==> src/inc/bcpt_pkg.sv <==
package bcpt_pkg;

  localparam int ADDR_W = 18;
  localparam int DATA_W = 16;
  localparam int INC_W  = 6;
  localparam int LINE_W = 2 + 3 * INC_W;
  localparam int TRACE_DEPTH_DEF = 64;

  // register byte offsets
  localparam logic [7:0] OFS_CTRL     = 8'h00;
  localparam logic [7:0] OFS_CMP_A    = 8'h04;
  localparam logic [7:0] OFS_CMP_B    = 8'h08;
  localparam logic [7:0] OFS_CMP_C    = 8'h0c;
  localparam logic [7:0] OFS_DATA_A   = 8'h10;
  localparam logic [7:0] OFS_DATA_B   = 8'h14;
  localparam logic [7:0] OFS_STATUS   = 8'h18;
  localparam logic [7:0] OFS_TRC_IDX  = 8'h1c;
  localparam logic [7:0] OFS_TRC_DATA = 8'h20;

  // control register fields
  localparam int CTRL_TRACE_EN  = 0;
  localparam int CTRL_MODE_LO   = 1;
  localparam int CTRL_MODE_HI   = 2;
  localparam int CTRL_RANGE_EN  = 3;
  localparam int CTRL_RANGE_OUT = 4;
  localparam int CTRL_CLEAR     = 5;
  localparam int CTRL_W         = 5;

  // status register fields
  localparam int STAT_HIT_LO = 16;
  localparam int STAT_HIT_HI = 18;
  localparam int STAT_WRAP   = 19;

  // trace modes
  localparam logic [1:0] MODE_NORMAL = 2'h0;
  localparam logic [1:0] MODE_SINGLE_LOOP_TRACE_MODE  = 2'h1;
  localparam logic [1:0] MODE_PCONLY = 2'h2;

  // row content codes
  localparam logic [1:0] CODE_BASE = 2'h0;
  localparam logic [1:0] CODE_INC1 = 2'h1;
  localparam logic [1:0] CODE_INC2 = 2'h2;
  localparam logic [1:0] CODE_INC3 = 2'h3;

  localparam logic [1:0] RESP_OKAY   = 2'h0;
  localparam logic [1:0] RESP_SLVERR = 2'h2;

  typedef struct packed {
    logic              valid;
    logic              rnw;
    logic              word;
    logic              fetch;
    logic [ADDR_W-1:0] addr;
    logic [DATA_W-1:0] data;
  } bcpt_cpu_t;

  typedef struct packed {
    logic              valid;
    logic [ADDR_W-1:0] pc;
  } bcpt_exec_t;

  // comparator register image, bit 0 upward is addr
  typedef struct packed {
    logic              data_compare_enable;
    logic              access_size_select;
    logic              size_compare_enable;
    logic              direction_select;
    logic              direction_compare_enable;
    logic              tag_enable;
    logic              enable;
    logic [ADDR_W-1:0] addr;
  } bcpt_cmp_t;

endpackage : bcpt_pkg

==> src/rtl/bcpt_top.sv <==
`timescale 1ns/100ps
// Function
// - comparators off in and during debug accesses
// - range match inside or outside selectable
// - comparator match drives sequencer transition
// - direction enable requires matching direction, ignored in range mode
// - size qualification only on first two
// - tagged match fires at execution stage
// - tagging ignores direction, size and data
// - untagged match fires on bus address
// - match condition never re-checked later
// - match outputs map to comparators directly; in range mode the first carries the range, the second stays low
// - single mode needs exact address equality
// - third comparator: address and direction only
// - third comparator ignores overlapping word access
// - compressed line: code plus three fields
// - code zero base, else increment count
// - new base when upper bits change
// - increments relative to block base
// - first line always base, also rollover
// - pointer shows oldest entry after rollover
// - high field low bit holds bit sixteen
module bcpt_top
  import bcpt_pkg::*;
#(
  parameter int TRACE_DEPTH = TRACE_DEPTH_DEF
) (
  // clock and reset
  input  wire logic        CLOCK,
  input  wire logic        RST,
  // cpu side
  input  wire bcpt_cpu_t   CPU_BUS,
  input  wire bcpt_exec_t  CPU_EXEC,
  input  wire logic        BACKGROUND_DEBUG_MODE,
  input  wire logic        BDM_ACCESS,
  // sequencer
  output logic [2:0]       MATCH,
  // axi4-lite slave
  input  wire logic [7:0]  S_AXI_AWADDR,
  input  wire logic        S_AXI_AWVALID,
  output logic             S_AXI_AWREADY,
  input  wire logic [31:0] S_AXI_WDATA,
  input  wire logic [3:0]  S_AXI_WSTRB,
  input  wire logic        S_AXI_WVALID,
  output logic             S_AXI_WREADY,
  output logic [1:0]       S_AXI_BRESP,
  output logic             S_AXI_BVALID,
  input  wire logic        S_AXI_BREADY,
  input  wire logic [7:0]  S_AXI_ARADDR,
  input  wire logic        S_AXI_ARVALID,
  output logic             S_AXI_ARREADY,
  output logic [31:0]      S_AXI_RDATA,
  output logic [1:0]       S_AXI_RRESP,
  output logic             S_AXI_RVALID,
  input  wire logic        S_AXI_RREADY
);

  localparam int PTR_W = $clog2(TRACE_DEPTH);

  logic [CTRL_W:0]       ctrl;
  bcpt_cmp_t             cmp [3];
  logic [DATA_W-1:0]     cmp_data [2];
  logic [2:0]            hit;
  logic [2:0]            armed;
  logic [PTR_W-1:0]      trc_idx;
  logic [LINE_W-1:0]     trc_mem [TRACE_DEPTH];
  logic [PTR_W-1:0]      wptr;
  logic                  wrapped;
  logic                  open;
  logic [1:0]            inc_cnt;
  logic [LINE_W-1:0]     open_line;
  logic [ADDR_W-1:INC_W] base_hi;
  logic                  have_last;
  logic [ADDR_W-1:0]     last_pc;
  logic [7:0]            aw_addr;
  logic [31:0]           w_data;
  logic [3:0]            w_strb;
  logic                  aw_held;
  logic                  w_held;
  logic                  wr_go;
  logic [31:0]           next_rdata;
  logic                  next_rerr;
  logic                  inhibit;
  logic [2:0]            next_match;
  logic                  in_range;
  logic                  trc_ev;
  logic                  trc_clear;

  // forced match: exact address plus optional direction/size
  function automatic logic forced_hit(bcpt_cmp_t c, bcpt_cpu_t b,
                                      logic sized);
    logic ok;
    ok = c.enable && !c.tag_enable && b.valid
         && (b.addr == c.addr);
    if (c.direction_compare_enable)
      ok = ok && (b.rnw == c.direction_select);
    if (sized && c.size_compare_enable)
      ok = ok && (b.word == c.access_size_select);
    return ok;
  endfunction : forced_hit

  function automatic logic [31:0] cmp_word(bcpt_cmp_t c);
    return {{(32 - $bits(bcpt_cmp_t)){1'b0}}, c};
  endfunction : cmp_word

  // comparator matching
  assign inhibit = BACKGROUND_DEBUG_MODE || BDM_ACCESS;
  assign in_range = CPU_BUS.valid && cmp[0].enable
                    && (CPU_BUS.addr >= cmp[0].addr)
                    && (CPU_BUS.addr <= cmp[1].addr);

  always_comb begin
    next_match = 3'h0;
    // each access judged on its own; earlier matches never revisited
    for (int i = 0; i < 2; i++) begin
      next_match[i] = forced_hit(cmp[i], CPU_BUS, 1'b1)
                      && (!cmp[i].data_compare_enable
                          || CPU_BUS.data == cmp_data[i]);
    end
    next_match[2] = forced_hit(cmp[2], CPU_BUS, 1'b0);
    for (int i = 0; i < 3; i++) begin
      // tagged: only address; fires when instruction executes
      if (cmp[i].enable && cmp[i].tag_enable) begin
        next_match[i] = armed[i] && CPU_EXEC.valid
                        && (CPU_EXEC.pc == cmp[i].addr);
      end
    end
    if (ctrl[CTRL_RANGE_EN]) begin
      next_match[0] = cmp[0].enable && CPU_BUS.valid
                      && (in_range ^ ctrl[CTRL_RANGE_OUT]);
      next_match[1] = 1'b0;
    end
    if (inhibit) begin
      next_match = 3'h0;
    end
  end

  // sequencer transition request, one cycle per match
  always_ff @(posedge CLOCK) begin
    if (RST) begin
      MATCH <= 3'h0;
    end else begin
      MATCH <= next_match;
    end
  end

  // opcode tracking: armed at fetch, consumed at execution
  // debug activity drops every pending tag
  always_ff @(posedge CLOCK) begin
    if (RST || inhibit) begin
      armed <= 3'h0;
    end else begin
      for (int i = 0; i < 3; i++) begin
        if (!cmp[i].enable || !cmp[i].tag_enable) begin
          armed[i] <= 1'b0;
        end else if (CPU_BUS.valid && CPU_BUS.fetch
                     && CPU_BUS.addr == cmp[i].addr) begin
          armed[i] <= 1'b1;
        end else if (next_match[i]) begin
          armed[i] <= 1'b0;
        end
      end
    end
  end

  // sticky hit flags; a new hit beats a clear in the same cycle
  // cleared by writing ones through byte lane two of status
  always_ff @(posedge CLOCK) begin
    if (RST) begin
      hit <= 3'h0;
    end else begin
      for (int i = 0; i < 3; i++) begin
        if (next_match[i]) begin
          hit[i] <= 1'b1;
        end else if (wr_go && aw_addr == OFS_STATUS
                     && w_strb[STAT_HIT_LO / 8]
                     && w_data[STAT_HIT_LO + i]) begin
          hit[i] <= 1'b0;
        end
      end
    end
  end

  // trace capture
  // a clear in the same cycle as an event drops the event
  assign trc_clear = wr_go && aw_addr == OFS_CTRL && w_strb[0]
                     && w_data[CTRL_CLEAR];
  assign trc_ev = ctrl[CTRL_TRACE_EN] && CPU_EXEC.valid
                  && !(ctrl[CTRL_MODE_HI:CTRL_MODE_LO] == MODE_SINGLE_LOOP_TRACE_MODE
                       && have_last && last_pc == CPU_EXEC.pc);

  always_ff @(posedge CLOCK) begin
    if (RST || trc_clear) begin
      wptr      <= '0;
      wrapped   <= 1'b0;
      open      <= 1'b0;
      inc_cnt   <= 2'h0;
      open_line <= '0;
      base_hi   <= '0;
      have_last <= 1'b0;
      last_pc   <= '0;
    end else if (trc_ev) begin
      have_last <= 1'b1;
      last_pc   <= CPU_EXEC.pc;
      if (ctrl[CTRL_MODE_HI:CTRL_MODE_LO] != MODE_PCONLY) begin
        // pc bit 16 lands in the high field low bit
        trc_mem[wptr] <= {{(LINE_W - 17){1'b0}},
                          CPU_EXEC.pc[16], CPU_EXEC.pc[15:0]};
        wptr <= wptr + 1'b1;
        wrapped <= wrapped || (wptr == PTR_W'(TRACE_DEPTH - 1));
      end else if ((!open && wptr == '0)
                   || CPU_EXEC.pc[ADDR_W-1:INC_W] != base_hi) begin
        trc_mem[wptr] <= {CODE_BASE, CPU_EXEC.pc};
        base_hi <= CPU_EXEC.pc[ADDR_W-1:INC_W];
        wptr    <= wptr + 1'b1;
        wrapped <= wrapped || (wptr == PTR_W'(TRACE_DEPTH - 1));
        open    <= 1'b0;
      end else if (open) begin
        // open line rewritten in place so no cycle writes twice
        if (inc_cnt == 2'h1) begin
          open_line <= {CODE_INC2, {INC_W{1'b0}},
                        CPU_EXEC.pc[INC_W-1:0],
                        open_line[INC_W-1:0]};
          trc_mem[wptr - 1'b1] <= {CODE_INC2, {INC_W{1'b0}},
                                   CPU_EXEC.pc[INC_W-1:0],
                                   open_line[INC_W-1:0]};
          inc_cnt <= 2'h2;
        end else begin
          trc_mem[wptr - 1'b1] <= {CODE_INC3,
                                   CPU_EXEC.pc[INC_W-1:0],
                                   open_line[2*INC_W-1:0]};
          inc_cnt <= 2'h3;
          open    <= 1'b0;
        end
      end else begin
        // offset from the 64-address block base
        open_line <= {CODE_INC1, {(2*INC_W){1'b0}},
                      CPU_EXEC.pc[INC_W-1:0]};
        trc_mem[wptr] <= {CODE_INC1, {(2*INC_W){1'b0}},
                          CPU_EXEC.pc[INC_W-1:0]};
        inc_cnt <= 2'h1;
        open    <= 1'b1;
        wptr    <= wptr + 1'b1;
        wrapped <= wrapped || (wptr == PTR_W'(TRACE_DEPTH - 1));
      end
    end
  end

  // axi write channel: address and data accepted in either order
  assign wr_go = aw_held && w_held && !S_AXI_BVALID;

  always_ff @(posedge CLOCK) begin
    if (RST) begin
      aw_held       <= 1'b0;
      w_held        <= 1'b0;
      aw_addr       <= 8'h00;
      w_data        <= 32'h0;
      w_strb        <= 4'h0;
      S_AXI_AWREADY <= 1'b0;
      S_AXI_WREADY  <= 1'b0;
      S_AXI_BVALID  <= 1'b0;
      S_AXI_BRESP   <= RESP_OKAY;
    end else begin
      // readies stay low until the response is gone: one write at a time
      S_AXI_AWREADY <= !aw_held && !S_AXI_BVALID
                       && !(S_AXI_AWVALID && S_AXI_AWREADY);
      S_AXI_WREADY  <= !w_held && !S_AXI_BVALID
                       && !(S_AXI_WVALID && S_AXI_WREADY);
      if (S_AXI_AWVALID && S_AXI_AWREADY) begin
        aw_held <= 1'b1;
        aw_addr <= S_AXI_AWADDR;
      end
      if (S_AXI_WVALID && S_AXI_WREADY) begin
        w_held <= 1'b1;
        w_data <= S_AXI_WDATA;
        w_strb <= S_AXI_WSTRB;
      end
      if (wr_go) begin
        aw_held      <= 1'b0;
        w_held       <= 1'b0;
        S_AXI_BVALID <= 1'b1;
        unique case (aw_addr)
          OFS_CTRL, OFS_CMP_A, OFS_CMP_B, OFS_CMP_C, OFS_DATA_A,
          OFS_DATA_B, OFS_STATUS, OFS_TRC_IDX, OFS_TRC_DATA:
            S_AXI_BRESP <= RESP_OKAY;
          default:
            S_AXI_BRESP <= RESP_SLVERR;
        endcase
      end else if (S_AXI_BVALID && S_AXI_BREADY) begin
        S_AXI_BVALID <= 1'b0;
      end
    end
  end

  // software registers; byte lanes honoured
  always_ff @(posedge CLOCK) begin
    if (RST) begin
      ctrl     <= '0;
      cmp      <= '{default: '0};
      cmp_data <= '{default: '0};
      trc_idx  <= '0;
    end else if (wr_go) begin
      for (int b = 0; b < 4; b++) begin
        if (w_strb[b]) begin
          unique case (aw_addr)
            OFS_CTRL:
              if (b == 0) ctrl <= w_data[CTRL_W:0];
            OFS_CMP_A, OFS_CMP_B, OFS_CMP_C:
              for (int k = 0; k < 8; k++) begin
                if (b * 8 + k < $bits(bcpt_cmp_t))
                  cmp[aw_addr[3:2] - 2'h1][b * 8 + k] <= w_data[b * 8 + k];
              end
            OFS_DATA_A, OFS_DATA_B:
              if (b < 2)
                cmp_data[aw_addr[2]][b * 8 +: 8] <= w_data[b * 8 +: 8];
            OFS_TRC_IDX:
              if (b == 0) trc_idx <= w_data[PTR_W-1:0];
            default: ;
          endcase
        end
      end
      // clear is an action, not a stored setting
      ctrl[CTRL_CLEAR] <= 1'b0;
    end
  end

  // axi read channel: answer one cycle after address taken
  always_comb begin
    next_rdata = 32'h0;
    next_rerr  = 1'b0;
    unique case (S_AXI_ARADDR)
      OFS_CTRL:     next_rdata[CTRL_W:0] = ctrl;
      OFS_CMP_A:    next_rdata = cmp_word(cmp[0]);
      OFS_CMP_B:    next_rdata = cmp_word(cmp[1]);
      OFS_CMP_C:    next_rdata = cmp_word(cmp[2]);
      OFS_DATA_A:   next_rdata[DATA_W-1:0] = cmp_data[0];
      OFS_DATA_B:   next_rdata[DATA_W-1:0] = cmp_data[1];
      OFS_STATUS: begin
        // after a wrap the write pointer marks the oldest line
        next_rdata[PTR_W-1:0] = wptr;
        next_rdata[STAT_HIT_HI:STAT_HIT_LO] = hit;
        next_rdata[STAT_WRAP] = wrapped;
      end
      OFS_TRC_IDX:  next_rdata[PTR_W-1:0] = trc_idx;
      OFS_TRC_DATA: next_rdata[LINE_W-1:0] = trc_mem[trc_idx];
      default:      next_rerr = 1'b1;
    endcase
  end

  always_ff @(posedge CLOCK) begin
    if (RST) begin
      S_AXI_ARREADY <= 1'b0;
      S_AXI_RVALID  <= 1'b0;
      S_AXI_RDATA   <= 32'h0;
      S_AXI_RRESP   <= RESP_OKAY;
    // one read at a time: arready drops as the address is taken
    end else if (S_AXI_ARVALID && S_AXI_ARREADY) begin
      S_AXI_ARREADY <= 1'b0;
      S_AXI_RVALID  <= 1'b1;
      S_AXI_RDATA   <= next_rdata;
      S_AXI_RRESP   <= next_rerr ? RESP_SLVERR : RESP_OKAY;
    end else if (S_AXI_RVALID && S_AXI_RREADY) begin
      S_AXI_RVALID  <= 1'b0;
      S_AXI_ARREADY <= 1'b1;
    end else if (!S_AXI_RVALID) begin
      S_AXI_ARREADY <= 1'b1;
    end
  end

endmodule : bcpt_top

==> config.mk <==
export PLATFORM = sky130hd
export DESIGN_NAME = bcpt_top
export DESIGN_NICKNAME = d
export VERILOG_FILES = /design/src/inc/bcpt_pkg.sv /design/src/rtl/bcpt_top.sv
export SDC_FILE = /design/constraint.sdc
export NUM_CORES = 2
export LEC_CHECK = 0
export BUFFER_PORTS_ARGS = -buffer_cell sky130_fd_sc_hd__buf_2
export CAP_MARGIN = 10
export CORE_UTILIZATION = 51
export CTS_CLUSTER_DIAMETER = 200
export CTS_CLUSTER_SIZE = 24
export DETAILED_ROUTE_END_ITERATION = 16
export PLACE_DENSITY = 0.67
export SYNTH_ARGS = -nofsm -noshare
export SYNTH_HDL_FRONTEND = slang
export SYNTH_SLANG_ARGS = --single-unit
==> constraint.sdc <==
create_clock -name CLOCK -period 7.4 [get_ports CLOCK]
set_clock_uncertainty 0.2 [all_clocks]
set_input_delay 0.37 -clock CLOCK [delete_from_list [all_inputs] [get_ports CLOCK]]
set_output_delay 0.37 -clock CLOCK [all_outputs]
set_load 0.01 [all_outputs]
==> flow_metrics.py <==
metrics = {
    "outcome": {
        "outcome": "finished clean",
    },
    "route": {
        "via_per_inst": 6.25,
        "firstDrtPassIters": 6,
        "vias": 33800,
        "drc": 0,
        "initialDrtViolationCount": 3910,
        "wire_per_inst_um": 30.2,
        "ant_nets": 0,
        "routed_wl_um": 163000,
    },
    "synth": {
        "async_flop_share": 0,
        "synth_top_area_cell": "edfxtp_1",
        "synth_common_cells": "edfxtp_1, mux4_2, dfxtp_1",
        "synthCells": 3536,
        "ys_ff_latch": 1537,
        "ys.warnings.count": 0,
        "synthTopCellsByArea": "edfxtp_1, mux4_2, dfxtp_1",
        "syn-mean-instance-area_um2": 17.7,
        "yosys.area.top_type_share": 0.613,
        "synth_area_um2": 62700,
        "yosysSeqAreaShare": 0.695,
        "synth-edff-count": 1280,
        "ys_types": 88,
        "yosysMostFrequentCell": "edfxtp_1",
        "ys.flop_type": "edfxtp_1",
    },
    "job": {
        "cap_violations": 0,
    },
    "critical_path": {
        "arrival_ns": 5.89,
        "crit_path_start_kind": "flop",
        "crit_type": "flop to flop",
        "cp.required_ns": 7.70,
        "critPathCaptureType": "flop",
        "ff2ff_path_depth": 10,
        "worst-path-max-fanout": 34,
    },
    "sta": {
        "slew_headroom": 0.206,
        "hold_slack_ns": 0.0598,
        "fin_crit_sh": 0.754,
        "fin_tns_setup_ns": 0,
        "fmax_ghz": 0.179,
        "tightest_slew_ns": 1.19,
        "finalMaxSlewViolations": 0,
        "fin_crit_ns": 5.58,
        "hold_violations": 0,
        "grt_setup_unrepaired": "false",
        "setup_violations": 0,
        "setup_ws_ns": 1.82,
    },
    "floorplan": {
        "coreArea_um2": 122000,
        "dieWidth_um": 353,
        "start_util": 0.514,
        "io_pins": 162,
        "row_count": 128,
        "dieArea_um2": 124000,
        "die_y_um": 353,
    },
    "clock_tree": {
        "cts_resized": 0,
        "cts_buffers": 74,
        "cts_root_buf": "clkbuf_16",
        "clock_sinks": 1537,
        "max-clock-path-buffers": 3,
        "cts_tree": "yes",
        "clk_pin_slew_ns": 0.10,
        "insertion_delay_ns": 0.73,
        "htreeDepth": 3,
    },
    "final_layout": {
        "drive_gt1_frac": 0.232,
        "syn2layout_area_growth_pct": 9.75,
        "post-route-util": 0.564,
        "antennaDiodeCount": 0,
        "num-nets-final": 3911,
    },
    "place": {
        "port_buffers": 145,
        "gp_congestion": 0.974,
        "hpwl_um": 101000,
        "dp_slack_ns": 1.87,
    },
    "global_route": {
        "grt_pass1_vias": 33000,
        "grt_pass1_wl_um": 234000,
        "grt_antenna_before_repair": 4,
        "grt_max_degree": 91,
        "track_usage": 0.262,
        "grt-ovfl-total": 0,
    },
    "min_path": {
        "hold_class": "input port to flop",
        "hold_depth": 5,
    },
    "power_and_ir_drop": {
        "p_leak_nw": 22.1,
        "power_density_nw_per_um2": 208,
        "ir_drop_v": 0.000234,
        "power.total_mw": 14.3,
    },
}
worst paths after layout:
check | startpoint | endpoint | slack (ns)
worst min register to register | have_last$_SDFFE_PP0P_ | have_last$_SDFFE_PP0P_ | 0.26
worst max-delay path | wptr[0]$_SDFFE_PP0P_ | trc_mem[45][18]$_DFFE_PP_ | 1.82
worst min-delay path | S_AXI_ARADDR[1] | S_AXI_RDATA[22]$_SDFFE_PP0P_ | 0.06
worst max register to register | wptr[0]$_SDFFE_PP0P_ | trc_mem[45][18]$_DFFE_PP_ | 1.82
cell families after synthesis:
| family | Yosys count | share of synthesized area |
|---|---|---|
| XOR/XNOR | 147 | 0.0205 |
| adder cells (fa/ha/maj) | 39 | 0.00779 |
| AO/OA/AOI/OAI | 284 | 0.0321 |
| multiplexers | 603 | 0.176 |
| buffers and inverters | 252 | 0.0174 |
| other | 1 | 0.0000598 |
| flip-flops | 1537 | 0.695 |
| AND/OR/NAND/NOR | 673 | 0.0503 |
layout by cell type, fill, tap and decap left out, drive strengths merged, types with 57 or more instances in the layout:
master	count
nand3	57
edfxtp	1280
xnor2	63
dlygate4sd3	85
a21oi	97
mux4	400
nand2	192
mux2i	194
dfxtp	257
nor2	257
buf	256
xor2	84
clkbuf	102
sequential cells by signal, indices dropped and copies added (netlist names), 8 cells and up, named ones only:
signal / cells
trc_mem: 1280
base_hi: 12
cmp_data: 32
last_pc: 18
open_line: 12
w_data: 25
S_AXI_RDATA: 25
aw_addr: 8
cmp: 75
per-layer routing:
metal	up-vias	track usage	wire, µm
li1	14400	-	-
met1	17700	0.371	67500
met2	1418	0.416	77600
met3	259	0.0438	12000
met4	2	0.0917	6340
met5	-	0	13
worst max-delay path, stage by stage, from the launching register on:
cell and delay, ns:
dfxtp_1 0.80, inv_1 0.32, ha_1 0.30, nor4b_1 0.18, a211oi_2 0.37, nand4_2 0.25, nor2_4 0.45, and3_2 0.70
buf_4 0.46, a22o_2 0.77, buf_4 0.46
layout make-up:
class,instances,area [µm²]
repair buffers,341,2510
well taps,1625,2030
flip-flops and latches,1537,43600
clock inverters,7,138
clock buffers,102,1980
multi-input cells,1755,18400
fillers,9269,53100
inverters,45,169
timing repair:
| action | in CTS | in global routing |
|---|---|---|
| setup buffers | 0 | 0 |
| hold buffers | 85 | 0 |
| endpoints found under the hold margin | 100 | 0 |
| setup endpoints to repair | 0 | 0 |
power by group:
| group | internal [mW] | switching, mW |
|---|---|---|
| registers | 9.34 | 0.0228 |
| clock network | 1.92 | 2.68 |
| logic | 0.115 | 0.265 |
| total | 11.4 | 2.97 |
stage by stage:
| stage | std cells | instance area [µm²] |
|---|---|---|
| 2_1_floorplan | 3544 | 62700 |
| 3_3_place_gp | 5215 | 65800 |
| 3_5_place_dp | 5215 | 65800 |
| 4_1_cts | 5409 | 68700 |
| 5_1_grt | 5412 | 68800 |
| 6_report | 5412 | 68800 |
Note: power is estimated with default switching activity, not from simulation.
